**src/pkg/pspg_pkg.sv**
```systemverilog
// Shared constants and types for the serial port and shared output pin block
package pspg_pkg;

	typedef enum logic [1:0] {
		PSPG_UNDECIDED = 2'b00,
		PSPG_LEGACY = 2'b01,
		PSPG_MULTI = 2'b10
	} pspg_mode_t;

	// Register addresses
	localparam logic [5:0] REG_VERSION = 6'h00;
	localparam logic [5:0] REG_CHIP_CTRL = 6'h01;
	localparam logic [5:0] REG_DRV_CTRL = 6'h08;
	localparam logic [5:0] REG_PIN_CFG = 6'h0F;

	// Field positions
	localparam int CHIP_GATE_BIT = 7;
	localparam int DRV_MASTER_BIT = 5;
	localparam int SEL_LSB = 0;
	localparam int SEL_MSB = 4;
	localparam int SRC_HOLD_BIT = 6;
	localparam int OE_HOLD_BIT = 7;
	localparam int UP_OFF_BIT = 8;
	localparam int DN_OFF_BIT = 9;
	localparam int RD_ADDR_LSB = 0;
	localparam int RD_ADDR_MSB = 4;
	localparam int SOFT_RST_BIT = 5;
	localparam int STROBE_LSB = 6;
	localparam int STROBE_MSB = 23;

	// Reset values
	localparam logic [23:0] RST_CHIP_CTRL = 24'h000080;
	localparam logic [23:0] RST_DRV_CTRL = 24'h000020;
	localparam logic [23:0] RST_PIN_CFG = 24'h000001;
	localparam logic [23:0] RST_OTHER = 24'h000000;

	// Serial clock edge counts within a frame, and the own multi-target chip address
	localparam logic [5:0] LG_RW_EDGE = 6'h01;
	localparam logic [5:0] LG_ADDR_LAST = 6'h07;
	localparam logic [5:0] LG_DATA_FIRST = 6'h08;
	localparam logic [5:0] LG_DATA_LAST = 6'h1F;
	localparam logic [5:0] LG_COMMIT = 6'h20;
	localparam logic [5:0] MT_FRAME_BITS = 6'h20;
	localparam logic [2:0] MT_CHIP_SELF = 3'h0;

endpackage : pspg_pkg

```
**src/core/pspg_top.sv**
```systemverilog
// Serial register port with protocol detection and shared output pin control
// Summary of operation
// - Register 0 read returns the fixed version code; no oscillator version exists.
// - After reset the pin driver is off, driving only during addressed reads.
// - Legacy protocol drives the pin only in last 24 bits of reads.
// - Multi-target protocol drives when the last three bits equal chip address zero.
// - Frame select rising before any nonzero address bit still drives the line.
// - Output-enable hold bit keeps the driver permanently on.
// - Reads route read data to pin unless source-hold bit is set.
// - Chip-gate bit cleared lets the driver work while the chip is disabled.
// - Master driver bit cleared disables the driver above all else.
// - Two bits separately disable the pull-up and pull-down halves.
// - Multi-target read spans first clock rise to next frame select rise.
// - Five-bit selector picks the general signal; default one is lock detect.
// - First frame select rise picks legacy, first clock rise multi-target; sticky.
// - Register 0 reads version; its write in either protocol holds read address, soft reset, strobes.
// - Legacy direction bit sampled at first clock rise; low means write.
// - Legacy six address bits captured MSB first on rises two to seven.
// - Legacy write data shifts on rises 8 to 31, commits at rise 32.
// - Legacy high direction bit at the first rise starts a read.
// - Legacy read drives 24 data bits MSB first on rises 8 to 31.
// - Legacy read restores lock detect at rise 32; frame select drop ends frame.
// - Multi-target frame is data, register address, chip address; latched at select rise.
// - Multi-target frames output the register chosen by the last read address write.
// - Soft reset leaves the chosen protocol unchanged.
`timescale 1ns/100ps
module pspg_top #(
	parameter logic [23:0] VERSION_CODE = 24'hA5C301 // Arbitrary value
) (
	input wire logic CORE_CLK,
	input wire logic SRST,
	input wire logic SCK_PIN,
	input wire logic FRAME_SELECT,
	input wire logic SDI_PIN,
	input wire logic CHIP_EN,
	input wire logic [31:0] GENERAL_OUTPUT_SOURCES,
	output logic LOCK_DETECT_SERIAL_OUT_PIN_O,
	output logic LOCK_DETECT_SERIAL_OUT_PIN_OE_N,
	output logic [1:0] PROTOCOL_MODE,
	output logic REG_WR_PULSE,
	output logic [5:0] REG_WR_ADDR,
	output logic [23:0] REG_WR_DATA,
	output logic [17:0] GEN_STROBES
);
	logic sck_lvl, sck_rise, sen_lvl, sen_rise, sdi_lvl, chip_en_lvl;

	pspg_sync u_sck (
		.clk(CORE_CLK),
		.srst(SRST),
		.din(SCK_PIN),
		.level(sck_lvl),
		.rise(sck_rise),
		.fall()
	);

	pspg_sync u_sen (
		.clk(CORE_CLK),
		.srst(SRST),
		.din(FRAME_SELECT),
		.level(sen_lvl),
		.rise(sen_rise),
		.fall()
	);

	pspg_sync u_sdi (
		.clk(CORE_CLK),
		.srst(SRST),
		.din(SDI_PIN),
		.level(sdi_lvl),
		.rise(),
		.fall()
	);

	pspg_sync u_cen (
		.clk(CORE_CLK),
		.srst(SRST),
		.din(CHIP_EN),
		.level(chip_en_lvl),
		.rise(),
		.fall()
	);

	pspg_pkg::pspg_mode_t mode_ff, nxt_mode, mode_now;
	logic [5:0] lg_cnt_ff, nxt_lg_cnt, cnt_n;
	logic lg_rd_ff, nxt_lg_rd;
	logic [5:0] lg_addr_ff, nxt_lg_addr;
	logic [23:0] lg_data_ff, nxt_lg_data;
	logic [31:0] mt_sr_ff, nxt_mt_sr;
	logic [5:0] mt_cnt_ff, nxt_mt_cnt;
	logic mt_act_ff, nxt_mt_act;
	logic [23:0] rd_sr_ff, nxt_rd_sr;
	logic [4:0] rd_addr_ff, nxt_rd_addr;
	logic wr_ff, nxt_wr;
	logic [5:0] wr_addr_ff, nxt_wr_addr;
	logic [23:0] wr_data_ff, nxt_wr_data;
	logic [17:0] strobe_ff, nxt_strobe;
	logic soft_rst;
	logic [23:0] reg_mem_ff [0:63];
	logic lg_read_active, mt_read_active, read_active;
	logic [23:0] pin_cfg, drv_ctrl, chip_ctrl;

	// Register 0 is never stored; its read value is the version code
	function automatic logic [23:0] reg_rd(input logic [5:0] a);
		if (a == pspg_pkg::REG_VERSION) begin
			return VERSION_CODE;
		end
		return reg_mem_ff[a];
	endfunction : reg_rd

	function automatic logic [23:0] reg_default(input logic [5:0] a);
		case (a)
			pspg_pkg::REG_CHIP_CTRL: return pspg_pkg::RST_CHIP_CTRL;
			pspg_pkg::REG_DRV_CTRL: return pspg_pkg::RST_DRV_CTRL;
			pspg_pkg::REG_PIN_CFG: return pspg_pkg::RST_PIN_CFG;
			default: return pspg_pkg::RST_OTHER;
		endcase
	endfunction : reg_default

	always_comb begin
		nxt_lg_cnt = lg_cnt_ff;
		nxt_lg_rd = lg_rd_ff;
		nxt_lg_addr = lg_addr_ff;
		nxt_lg_data = lg_data_ff;
		nxt_mt_sr = mt_sr_ff;
		nxt_mt_cnt = mt_cnt_ff;
		nxt_mt_act = mt_act_ff;
		nxt_rd_sr = rd_sr_ff;
		nxt_rd_addr = rd_addr_ff;
		nxt_wr = 1'b0;
		nxt_wr_addr = wr_addr_ff;
		nxt_wr_data = wr_data_ff;
		nxt_strobe = 18'h00000;
		soft_rst = 1'b0;
		cnt_n = 6'h00;
		mode_now = mode_ff;
		// Frame select wins a tie, since its edge also opens a legacy frame
		if (mode_ff == pspg_pkg::PSPG_UNDECIDED) begin
			if (sen_rise) begin
				mode_now = pspg_pkg::PSPG_LEGACY;
			end else if (sck_rise) begin
				mode_now = pspg_pkg::PSPG_MULTI;
			end
		end
		nxt_mode = mode_now;
		case (mode_now)
			pspg_pkg::PSPG_LEGACY: begin
				if (sen_rise) begin
					nxt_lg_cnt = 6'h00;
					nxt_lg_rd = 1'b0;
				end else if (sen_lvl && sck_rise && lg_cnt_ff < pspg_pkg::LG_COMMIT) begin
					cnt_n = lg_cnt_ff + 6'h01;
					nxt_lg_cnt = cnt_n;
					if (cnt_n == pspg_pkg::LG_RW_EDGE) begin
						nxt_lg_rd = sdi_lvl;
					end else if (cnt_n <= pspg_pkg::LG_ADDR_LAST) begin
						nxt_lg_addr = {lg_addr_ff[4:0], sdi_lvl};
					end else if (cnt_n <= pspg_pkg::LG_DATA_LAST) begin
						nxt_lg_data = {lg_data_ff[22:0], sdi_lvl};
					end
					if (lg_rd_ff && cnt_n == pspg_pkg::LG_DATA_FIRST) begin
						nxt_rd_sr = reg_rd(lg_addr_ff);
					end else if (lg_rd_ff) begin
						nxt_rd_sr = {rd_sr_ff[22:0], 1'b0};
					end
					if (!lg_rd_ff && cnt_n == pspg_pkg::LG_COMMIT) begin
						nxt_wr = 1'b1;
						nxt_wr_addr = lg_addr_ff;
						nxt_wr_data = lg_data_ff;
					end
				end
			end
			pspg_pkg::PSPG_MULTI: begin
				if (sen_rise) begin
					// Short or foreign frames are dropped without effect
					if (mt_cnt_ff == pspg_pkg::MT_FRAME_BITS
						&& mt_sr_ff[2:0] == pspg_pkg::MT_CHIP_SELF) begin
						nxt_wr = 1'b1;
						nxt_wr_addr = {1'b0, mt_sr_ff[7:3]};
						nxt_wr_data = mt_sr_ff[31:8];
					end
					nxt_mt_act = 1'b0;
					nxt_mt_cnt = 6'h00;
					nxt_mt_sr = 32'h00000000;
				end else if (sck_rise && !sen_lvl) begin
					nxt_mt_sr = {mt_sr_ff[30:0], sdi_lvl};
					if (mt_cnt_ff < pspg_pkg::MT_FRAME_BITS) begin
						nxt_mt_cnt = mt_cnt_ff + 6'h01;
					end
					if (!mt_act_ff) begin
						nxt_mt_act = 1'b1;
						nxt_rd_sr = reg_rd({1'b0, rd_addr_ff});
					end else begin
						nxt_rd_sr = {rd_sr_ff[22:0], 1'b0};
					end
				end
			end
			default: nxt_mode = mode_now;
		endcase
		if (nxt_wr && nxt_wr_addr == pspg_pkg::REG_VERSION) begin
			soft_rst = nxt_wr_data[pspg_pkg::SOFT_RST_BIT];
			nxt_rd_addr = nxt_wr_data[pspg_pkg::RD_ADDR_MSB:pspg_pkg::RD_ADDR_LSB];
			nxt_strobe = nxt_wr_data[pspg_pkg::STROBE_MSB:pspg_pkg::STROBE_LSB];
		end
	end

	always_ff @(posedge CORE_CLK) begin
		if (SRST) begin
			mode_ff <= pspg_pkg::PSPG_UNDECIDED;
			lg_cnt_ff <= 6'h00;
			lg_rd_ff <= 1'b0;
			lg_addr_ff <= 6'h00;
			lg_data_ff <= 24'h000000;
			mt_sr_ff <= 32'h00000000;
			mt_cnt_ff <= 6'h00;
			mt_act_ff <= 1'b0;
			rd_sr_ff <= 24'h000000;
			rd_addr_ff <= 5'h00;
			wr_ff <= 1'b0;
			wr_addr_ff <= 6'h00;
			wr_data_ff <= 24'h000000;
			strobe_ff <= 18'h00000;
		end else begin
			mode_ff <= nxt_mode;
			lg_cnt_ff <= nxt_lg_cnt;
			lg_rd_ff <= nxt_lg_rd;
			lg_addr_ff <= nxt_lg_addr;
			lg_data_ff <= nxt_lg_data;
			mt_sr_ff <= nxt_mt_sr;
			mt_cnt_ff <= nxt_mt_cnt;
			mt_act_ff <= nxt_mt_act;
			rd_sr_ff <= nxt_rd_sr;
			rd_addr_ff <= nxt_rd_addr;
			wr_ff <= nxt_wr;
			wr_addr_ff <= nxt_wr_addr;
			wr_data_ff <= nxt_wr_data;
			strobe_ff <= nxt_strobe;
		end
	end

	// Soft reset restores the register file but not the chosen protocol
	always_ff @(posedge CORE_CLK) begin
		if (SRST || soft_rst) begin
			for (int i = 0; i < 64; i++) begin
				reg_mem_ff[i] <= reg_default(6'(i));
			end
		end else if (nxt_wr && nxt_wr_addr != pspg_pkg::REG_VERSION) begin
			reg_mem_ff[nxt_wr_addr] <= nxt_wr_data;
		end
	end

	assign pin_cfg = reg_mem_ff[pspg_pkg::REG_PIN_CFG];
	assign drv_ctrl = reg_mem_ff[pspg_pkg::REG_DRV_CTRL];
	assign chip_ctrl = reg_mem_ff[pspg_pkg::REG_CHIP_CTRL];

	// Legacy drive ends at rise 32, when the count leaves the data window
	assign lg_read_active = mode_ff == pspg_pkg::PSPG_LEGACY && sen_lvl && lg_rd_ff
		&& lg_cnt_ff >= pspg_pkg::LG_DATA_FIRST
		&& lg_cnt_ff <= pspg_pkg::LG_DATA_LAST;
	// Zeros shifted in so far never disqualify, so early select still drives
	assign mt_read_active = mode_ff == pspg_pkg::PSPG_MULTI && mt_act_ff
		&& mt_sr_ff[2:0] == pspg_pkg::MT_CHIP_SELF;
	assign read_active = lg_read_active
		|| (mode_ff == pspg_pkg::PSPG_MULTI && mt_act_ff);

	pspg_pin_drv u_drv (
		.clk(CORE_CLK),
		.srst(SRST),
		.read_active(read_active),
		.read_drive(lg_read_active || mt_read_active),
		.read_bit(rd_sr_ff[23]),
		.gpo_bit(GENERAL_OUTPUT_SOURCES[pin_cfg[pspg_pkg::SEL_MSB:pspg_pkg::SEL_LSB]]),
		.master_en(drv_ctrl[pspg_pkg::DRV_MASTER_BIT]),
		.oe_hold(pin_cfg[pspg_pkg::OE_HOLD_BIT]),
		.src_hold(pin_cfg[pspg_pkg::SRC_HOLD_BIT]),
		.chip_gate(chip_ctrl[pspg_pkg::CHIP_GATE_BIT]),
		.chip_en(chip_en_lvl),
		.up_off(pin_cfg[pspg_pkg::UP_OFF_BIT]),
		.dn_off(pin_cfg[pspg_pkg::DN_OFF_BIT]),
		.pin_out(LOCK_DETECT_SERIAL_OUT_PIN_O),
		.pin_oe_n(LOCK_DETECT_SERIAL_OUT_PIN_OE_N)
	);

	assign PROTOCOL_MODE = mode_ff;
	assign REG_WR_PULSE = wr_ff;
	assign REG_WR_ADDR = wr_addr_ff;
	assign REG_WR_DATA = wr_data_ff;
	assign GEN_STROBES = strobe_ff;

	mode_sticky_a: assert property (@(posedge CORE_CLK) disable iff (SRST)
		mode_ff != pspg_pkg::PSPG_UNDECIDED |=> mode_ff == $past(mode_ff))
		else $error("protocol changed after decision");
	legacy_pick_a: assert property (@(posedge CORE_CLK) disable iff (SRST)
		(mode_ff == pspg_pkg::PSPG_UNDECIDED && sen_rise)
		|=> mode_ff == pspg_pkg::PSPG_LEGACY) else $error("legacy not selected");
	multi_pick_a: assert property (@(posedge CORE_CLK) disable iff (SRST)
		(mode_ff == pspg_pkg::PSPG_UNDECIDED && !sen_rise && sck_rise)
		|=> mode_ff == pspg_pkg::PSPG_MULTI) else $error("multi-target not selected");
	lg_commit_a: assert property (@(posedge CORE_CLK) disable iff (SRST)
		(mode_ff == pspg_pkg::PSPG_LEGACY && !sen_rise && sen_lvl && sck_rise && !lg_rd_ff
		&& lg_cnt_ff == 6'h1F) |=> wr_ff && wr_addr_ff == $past(lg_addr_ff)
		&& wr_data_ff == $past(lg_data_ff)) else $error("legacy write not committed");
	lg_read_nowr_a: assert property (@(posedge CORE_CLK) disable iff (SRST)
		(wr_ff && mode_ff == pspg_pkg::PSPG_LEGACY) |-> !$past(lg_rd_ff))
		else $error("legacy read frame wrote a register");
	lg_window_a: assert property (@(posedge CORE_CLK) disable iff (SRST)
		(lg_read_active && sck_rise && lg_cnt_ff == 6'h1F && !sen_rise)
		|=> !lg_read_active) else $error("legacy read drive past rise 32");
	version_read_a: assert property (@(posedge CORE_CLK) disable iff (SRST)
		(mode_ff == pspg_pkg::PSPG_LEGACY && !sen_rise && sen_lvl && sck_rise && lg_rd_ff
		&& lg_cnt_ff == 6'h07 && lg_addr_ff == 6'h00) |=> rd_sr_ff == VERSION_CODE)
		else $error("version code not loaded");
	mt_latch_a: assert property (@(posedge CORE_CLK) disable iff (SRST)
		(mode_ff == pspg_pkg::PSPG_MULTI && sen_rise && mt_cnt_ff == 6'h20
		&& mt_sr_ff[2:0] == 3'h0) |=> wr_ff && wr_data_ff == $past(mt_sr_ff[31:8]))
		else $error("multi-target frame not latched");
	mt_foreign_a: assert property (@(posedge CORE_CLK) disable iff (SRST)
		(mode_ff == pspg_pkg::PSPG_MULTI && sen_rise && mt_sr_ff[2:0] != 3'h0)
		|=> !wr_ff) else $error("foreign chip address accepted");
	mt_end_a: assert property (@(posedge CORE_CLK) disable iff (SRST)
		(mode_ff == pspg_pkg::PSPG_MULTI && sen_rise) |=> !mt_act_ff ##1 !read_active)
		else $error("read portion outlived frame select rise");
	soft_keep_a: assert property (@(posedge CORE_CLK) disable iff (SRST)
		soft_rst |=> mode_ff == $past(mode_ff) && rd_addr_ff == $past(nxt_rd_addr)
		&& pin_cfg == pspg_pkg::RST_PIN_CFG)
		else $error("soft reset disturbed protocol");
endmodule : pspg_top

```
**src/core/pspg_sync.sv**
```systemverilog
// Three-stage pin synchroniser with agreement filter and edge pulses
`timescale 1ns/100ps
module pspg_sync (
	input wire logic clk,
	input wire logic srst,
	input wire logic din,
	output logic level,
	output logic rise,
	output logic fall
);
	logic s1_ff, s2_ff, s3_ff, lvl_ff, rise_ff, fall_ff;
	logic nxt_lvl;

	always_comb begin
		nxt_lvl = lvl_ff;
		// Only a settled sample counts, so a metastable glitch never makes an edge
		if (s2_ff == s3_ff) begin
			nxt_lvl = s3_ff;
		end
	end

	always_ff @(posedge clk) begin
		if (srst) begin
			s1_ff <= 1'b0;
			s2_ff <= 1'b0;
			s3_ff <= 1'b0;
			lvl_ff <= 1'b0;
			rise_ff <= 1'b0;
			fall_ff <= 1'b0;
		end else begin
			s1_ff <= din;
			s2_ff <= s1_ff;
			s3_ff <= s2_ff;
			lvl_ff <= nxt_lvl;
			rise_ff <= nxt_lvl & ~lvl_ff;
			fall_ff <= ~nxt_lvl & lvl_ff;
		end
	end

	assign level = lvl_ff;
	assign rise = rise_ff;
	assign fall = fall_ff;
endmodule : pspg_sync

```
**src/core/pspg_pin_drv.sv**
```systemverilog
// Shared output pin source mux and tri-state enable logic
`timescale 1ns/100ps
module pspg_pin_drv (
	input wire logic clk,
	input wire logic srst,
	input wire logic read_active,
	input wire logic read_drive,
	input wire logic read_bit,
	input wire logic gpo_bit,
	input wire logic master_en,
	input wire logic oe_hold,
	input wire logic src_hold,
	input wire logic chip_gate,
	input wire logic chip_en,
	input wire logic up_off,
	input wire logic dn_off,
	output logic pin_out,
	output logic pin_oe_n
);
	logic out_ff, oe_n_ff;
	logic nxt_out, nxt_oe_n, drive, half_ok;

	always_comb begin
		nxt_out = (read_active && !src_hold) ? read_bit : gpo_bit;
		drive = master_en && (oe_hold || read_drive);
		drive = drive && (!chip_gate || chip_en);
		half_ok = nxt_out ? !up_off : !dn_off;
		nxt_oe_n = !(drive && half_ok);
	end

	always_ff @(posedge clk) begin
		if (srst) begin
			out_ff <= 1'b0;
			oe_n_ff <= 1'b1;
		end else begin
			out_ff <= nxt_out;
			oe_n_ff <= nxt_oe_n;
		end
	end

	assign pin_out = out_ff;
	assign pin_oe_n = oe_n_ff;

	master_off_a: assert property (@(posedge clk) disable iff (srst)
		!master_en |=> pin_oe_n) else $error("driver on while master disabled");
	hold_drives_a: assert property (@(posedge clk) disable iff (srst)
		(master_en && oe_hold && !chip_gate && !up_off && !dn_off) |=> !pin_oe_n)
		else $error("hold bit did not keep driver on");
	gpo_source_a: assert property (@(posedge clk) disable iff (srst)
		(src_hold || !read_active) |=> pin_out == $past(gpo_bit))
		else $error("general signal not routed to pin");
endmodule : pspg_pin_drv

```
**config.mk**
```make
export PLATFORM = sky130hd
export DESIGN_NAME = pspg_top
export DESIGN_NICKNAME = d
export VERILOG_FILES = /design/src/pkg/pspg_pkg.sv /design/src/core/pspg_top.sv /design/src/core/pspg_sync.sv /design/src/core/pspg_pin_drv.sv
export SDC_FILE = /design/constraint.sdc
export NUM_CORES = 2
export LEC_CHECK = 0
export BUFFER_PORTS_ARGS = -buffer_cell sky130_fd_sc_hd__buf_2
export CORE_AREA = 2 2 656 495
export CTS_CLUSTER_DIAMETER = 40
export DETAILED_ROUTE_END_ITERATION = 7
export DIE_AREA = 0 0 658 497
export PLACE_DENSITY_LB_ADDON = 0.2
export SLEW_MARGIN = 5
export SYNTH_ARGS = -nofsm -noshare
export SYNTH_HDL_FRONTEND = slang
export SYNTH_SLANG_ARGS = --single-unit
```
**constraint.sdc**
```tcl
create_clock -name CORE_CLK -period 6 [get_ports CORE_CLK]
set_input_delay 0.6 -clock CORE_CLK [delete_from_list [all_inputs] [get_ports CORE_CLK]]
set_output_delay 0.6 -clock CORE_CLK [all_outputs]
set_load 0.03 [all_outputs]
```
# Word level (Yosys, flattened, before mapping)
# Memory sizes are Yosys's and may differ from the RTL's. A register that Yosys moved wholly into a read port is not among the register bits.
# Index checks and enable logic that the tools add are counted.
[word_totals]
wordCells = 197
ramBits = 1536
output_inout_bits = 53
in_bits = 38
memories = 1
regBits = 176
[mem_list]
columns = ["name", "words", "width", "rd", "rd_ports_with_merged_regs", "write_ports", "line", "source"]
rows = [
  ["reg_mem_ff", 64, 24, 5, 2, 64, "pspg_top.sv:98", "logic [23:0] reg_mem_ff [0:63];"],
]
[op_classes]
add_sub_neg = 2
n_reduce_logical = 50
bitwise = 8
order_cmp = 7
mux = 78
eq_ne = 17
[op_table]
columns = ["operator", "count"]
rows = [
  ["2-to-1 mux 24 bit", 21],
  ["one-hot mux 24 bit (2 select lines)", 2],
  ["2-to-1 mux 6 bit", 15],
  ["2-to-1 mux 32 bit", 2],
  ["2-to-1 mux 1 bit", 32],
  ["OR reduction 24 bit", 1],
  ["logical AND 1 bit", 18],
  ["adder 6 x 1 -> 6 bit, second input constant", 2],
  ["== test 6 bit, second input constant", 2],
  ["less-or-equal comparator 6 x 5 -> 1 bit, second input constant", 2],
  ["zero test 6 bit", 2],
  ["less-than comparator 6 bit, second input constant", 2],
  ["one-hot mux 6 bit (2 select lines)", 1],
  ["AND reduction 6 bit", 2],
  ["nonzero test 2 bit", 5],
  ["inequality test 2 bit, second input constant", 4],
  ["zero test 1 bit", 7],
  ["== test 6 x 1 -> 1 bit, second input constant", 1],
  ["== test 6 x 4 -> 1 bit, second input constant", 1],
  [">= comparator 6 x 4 -> 1 bit, second input constant", 1],
  ["less-or-equal comparator 6 x 3 -> 1 bit, second input constant", 1],
  ["less-than comparator 5 x 6 -> 1 bit, second input constant", 1],
  ["2-to-1 mux 2 bit", 3],
  ["inverter 1 bit", 6],
  ["other kinds (16)", 28],
]

# Logic depth before layout (Yosys ltp)
[depth]
word_depth = 15
ltp_mapped = 16
mapped_depth_nobuf = 11

# Cells and area by module
# A second synthesis with hierarchy kept.
[unflattened]
hier_cells = 5456
hier_area_um2 = 79826.6
[modules_own_cells]
columns = ["mod", "cells_per_inst", "n_inst", "seq_area_each_um2", "area_each_um2"]
rows = [
  ["pspg_top", 5389, 1, 49467.4, 79017.0],
  ["pspg_sync", 14, 4, 120.1, 177.7],
  ["pspg_pin_drv", 11, 1, 40.0, 98.8],
]

# Least setup slack after synthesis
# Ideal clock, no wire load.
[synth_timing]
path_type = "register to register"
from = "register u_sen.rise_ff (netlist: u_sen.rise)"
to = "memory reg_mem_ff[33][0], enable pin"
stages_incl_launch_ff = 14
setup_slack_ns = 1.648
arrival_time_ns = 3.971
required_time_ns = 5.619
path_cell_list = "dfxtp_1 > clkbuf_1 > clkbuf_1 > o31a_1 > inv_1 > ha_1 > clkinv_1 > and4_1 > buf_2 > a2111o_1 > nor4_4 > nand4_1 > clkbuf_1 > nand2_1"
[synth_rtl]
columns = ["element", "line", "source"]
rows = [
  ["from (decl)", "pspg_sync.sv:11", "logic s1_ff, s2_ff, s3_ff, lvl_ff, rise_ff, fall_ff;"],
  ["from (signal assigned)", "pspg_sync.sv:35", "rise_ff <= nxt_lvl & ~lvl_ff;"],
  ["to (decl)", "pspg_top.sv:98", ""],
]

==> Implementation_results.wiki <==
{| class="wikitable"
! Metric !! Value
|-
| Total clock buffers created by CTS || 246
|-
| Global placer's final weighted congestion || 0.898
|-
| RSZ-0062 raised after global routing || no
|-
| Cell Area, Placed || 86,400 sq um
|-
| Count of antenna-violating nets left after detailed routing || 0
|-
| Global routing usage summed across all routing layers || 17.8%
|-
| Routed vias/inst || 5.07
|-
| Vertical extent of the die || 497 um
|-
| Status || finished, final reports clean
|-
| Hold Vio Cnt, Final || 0
|-
| Transition time at the pin with the least slew margin || 1.26 ns
|-
| Number of buffers inserted to repair setup after CTS || 0
|-
| Number of warnings issued by yosys || 0
|-
| Total power || 29.3 mW
|-
| Max H-tree Level || 4
|-
| Number of enable flip-flop cells after synthesis || 1,536
|-
| Crit path DAT || 5.67 ns
|-
| Post-route clock skew || 0.104 ns
|-
| Required time of the worst setup path || 6.53 ns
|-
| Clock latency at the later pin of the worst-skew pair || 0.92 ns
|-
| Primary FF master, synth || edfxtp_1
|-
| Total via count in the routed design || 51.2k
|-
| Synthesized flop and latch total || 1,723
|-
| Most frequent cells in the layout || nor2_1, edfxtp_1, mux4_2
|-
| Critical path fanouts, max || 15
|-
| Slack of the worst reg-to-reg path || 0.86 ns
|-
| Number of distinct standard cells referenced by the synthesized netlist || 85
|-
| Input/output buffers || 90
|-
| Clock edge transition at the registers on the reported setup and hold paths || 0.06 ns
|-
| Number of instances in the synthesized netlist || 5,543
|-
| Most frequent standard cell in the layout excluding fill and tap cells || nor2_1
|-
| Sequential element share of the synthesized area || 62.4%
|-
| Area growth, synth to finish || 18.6%
|-
| Final min period || 5.14 ns
|-
| Worst hold margin || 0.0981 ns
|-
| Reported leakage power || 29.7 nW
|-
| Overflow left after global routing || 0
|-
| Initial antenna violation count || 43
|-
| # nets final || 5,660
|-
| Sum of negative setup slack || 0 ns
|-
| Worst hold path type || input port to flip-flop
|-
| Die footprint || 327,000 sq um
|-
| Clock root cell || clkbuf_16
|-
| DRC violations left || 0
|-
| Hpwl dp || 193 mm
|-
| Number of rows in the core area || 180
|-
| Worst relative slew slack || 15.3%
|-
| Horizontal die dimension || 658 um
|-
| Initial DRC count || 6,885
|-
| Mapped cell area || 79,900 sq um
|-
| Number of top-level design ports || 91
|-
| Critical path class || flip-flop to flip-flop
|-
| Final setup violating endpoints || 0
|-
| Summed area of non-filler cells in the final layout || 94,800 sq um
|-
| Pin count of the biggest net entering global routing || 70
|-
| Largest voltage drop on the vdd net || 0.225 mV
|-
| Layout fillers || 31.7k
|-
| Sink Count || 1,723
|-
| Clock tree buffer depth || 4
|-
| Via count of the first global-routing pass || 49.3k
|-
| Avg WL per Cell || 29.5 um
|-
| Power density over the cells || 309 nW/um^2
|-
| Max-Cap Viols || 0
|-
| First-pass GRT wire length || 413 mm
|-
| Highest clock rate || 195 MHz
|-
| Mean area per synthesized cell || 14.4 sq um
|-
| Starting density of the core || 25.0%
|-
| Fraction of registers with async set/reset || 0%
|-
| Final period utilization || 85.7%
|-
| Total Routed Length || 298 mm
|-
| Endpoint class of the critical path || flip-flop
|-
| Layout cell share with drive strength beyond 1 || 27.0%
|-
| Kind of start point of the critical path || flip-flop
|-
| Area of the core || 320,000 sq um
|-
| Placed cell count || 9,640
|-
| Final non-filler cell total || 10.1k
|-
| First-pass detailed-route iteration total || 6
|-
| CTS tree || yes
|-
| Max-slew violation count || 0
|}
cell type report:
cell class / instances / area (sq um) / share of cell area, %
Clock buffer: 270 / 6400 / 6.76
Timing Repair Buffer: 362 / 3050 / 3.22
Inverter: 18 / 67.6 / 0.0713
Sequential cell: 1723 / 49900 / 52.7
Clock inverter: 177 / 1870 / 1.98
Multi-Input combinational cell: 3264 / 28100 / 29.7
Antenna cell: 4 / 10.0 / 0.0106
Tap cell: 4277 / 5350 / 5.65
stage by stage:
step / setup WS, ns / utilization (%)
CTS: 0.945 / 29.6
detailed placement: 0.995 / 27.0
global placement: 1.01 / 27.0
global route: 0.635 / 29.6
finish: 0.859 / 29.6
floorplan: 1.65 / -
Yosys cell counts (all sizes together) (7+ instances only):
| cell type | count | area [sq um] |
|---|---|---|
| nor3 | 34 | 204 |
| mux2 | 30 | 338 |
| a211oi | 25 | 188 |
| a2111oi | 21 | 221 |
| nand2b | 9 | 56.3 |
| nor2 | 1685 | 6320 |
| a311oi | 11 | 126 |
| o211ai | 9 | 67.6 |
| and3 | 21 | 131 |
| nand2 | 209 | 822 |
| ha | 7 | 87.6 |
| a21oi | 36 | 180 |
| a31oi | 7 | 43.8 |
| dfxtp | 187 | 3740 |
| mux2i | 94 | 941 |
| o22ai | 10 | 62.6 |
| o21ai | 30 | 150 |
| inv | 16 | 60.1 |
| nand3 | 51 | 323 |
| and2 | 8 | 50.1 |
| a22oi | 93 | 698 |
| buf | 189 | 811 |
| nor2b | 39 | 244 |
| nand4 | 8 | 50.1 |
| nand3b | 9 | 71.3 |
| mux4 | 680 | 15300 |
| a22o | 23 | 201 |
| edfxtp | 1536 | 46100 |
| nor4 | 10 | 126 |
| clkbuf | 372 | 1400 |
path summary, 6_finish.rpt:
path	startpoint	cells after the start	endpoint
max	u_sck.rise	11	reg_mem_ff[25][4]
min	SRST	2	mt_sr_ff[31]
max reg2reg	u_sck.rise	11	reg_mem_ff[25][4]
min reg2reg	u_sck.s1_ff	1	u_sck.s2_ff
sequential cells by signal (all words and copies together) (netlist names), 2 cells and up, named ones only:
name,count
GEN_STROBES,18
PROTOCOL_MODE,2
REG_WR_ADDR,6
REG_WR_DATA,24
lg_addr_ff,6
lg_cnt_ff,6
lg_data_ff,24
mt_cnt_ff,6
mt_sr_ff,32
rd_addr_ff,5
rd_sr_ff,24
reg_mem_ff,1536
where the power goes:
group          internal (mW)  total (mW)  switching, mW
clock                   8.86        14.8           5.96
combinational          0.317       0.916          0.598
sequential              13.4        13.6          0.165
routing by layer:
metal / global-route usage (%) / vias up / routed length (um)
met5: 0 / - / 139
met4: 3.67 / 20 / 6100
met3: 4.69 / 317 / 29800
met2: 24.3 / 2282 / 121000
met1: 27.8 / 27474 / 141000
li1: - / 21083 / -
logic make-up after synthesis:
group	Yosys count	synth area share [%]
DFF	1723	62.4
buffers and inverters	579	2.85
other	1	0.00469
xor gates and xnor gates	5	0.0548
adders and majority gates	7	0.110
AOI/OAI and AO/OA	317	3.05
muxes	804	20.8
and+or+nand+nor	2107	10.8
worst max-delay path: stages, from the launching register on:
cell and delay (ns):
dfxtp_1 0.34, inv_1 0.14, o31a_1 0.23, inv_1 0.06, ha_1 0.61, clkinv_1 0.29, and4_1 0.44, a2111o_1 0.60
nor4_4 0.45, nand3_1 0.42, nand2_1 0.75, buf_4 0.40
what timing repair did:
item | in CTS | in global routing
hold endpoints to repair | 4 | 0
hold buffers | 4 | 0
gates resized for setup | 0 | 0
No activity file was read; power rests on OpenSTA's default activity.
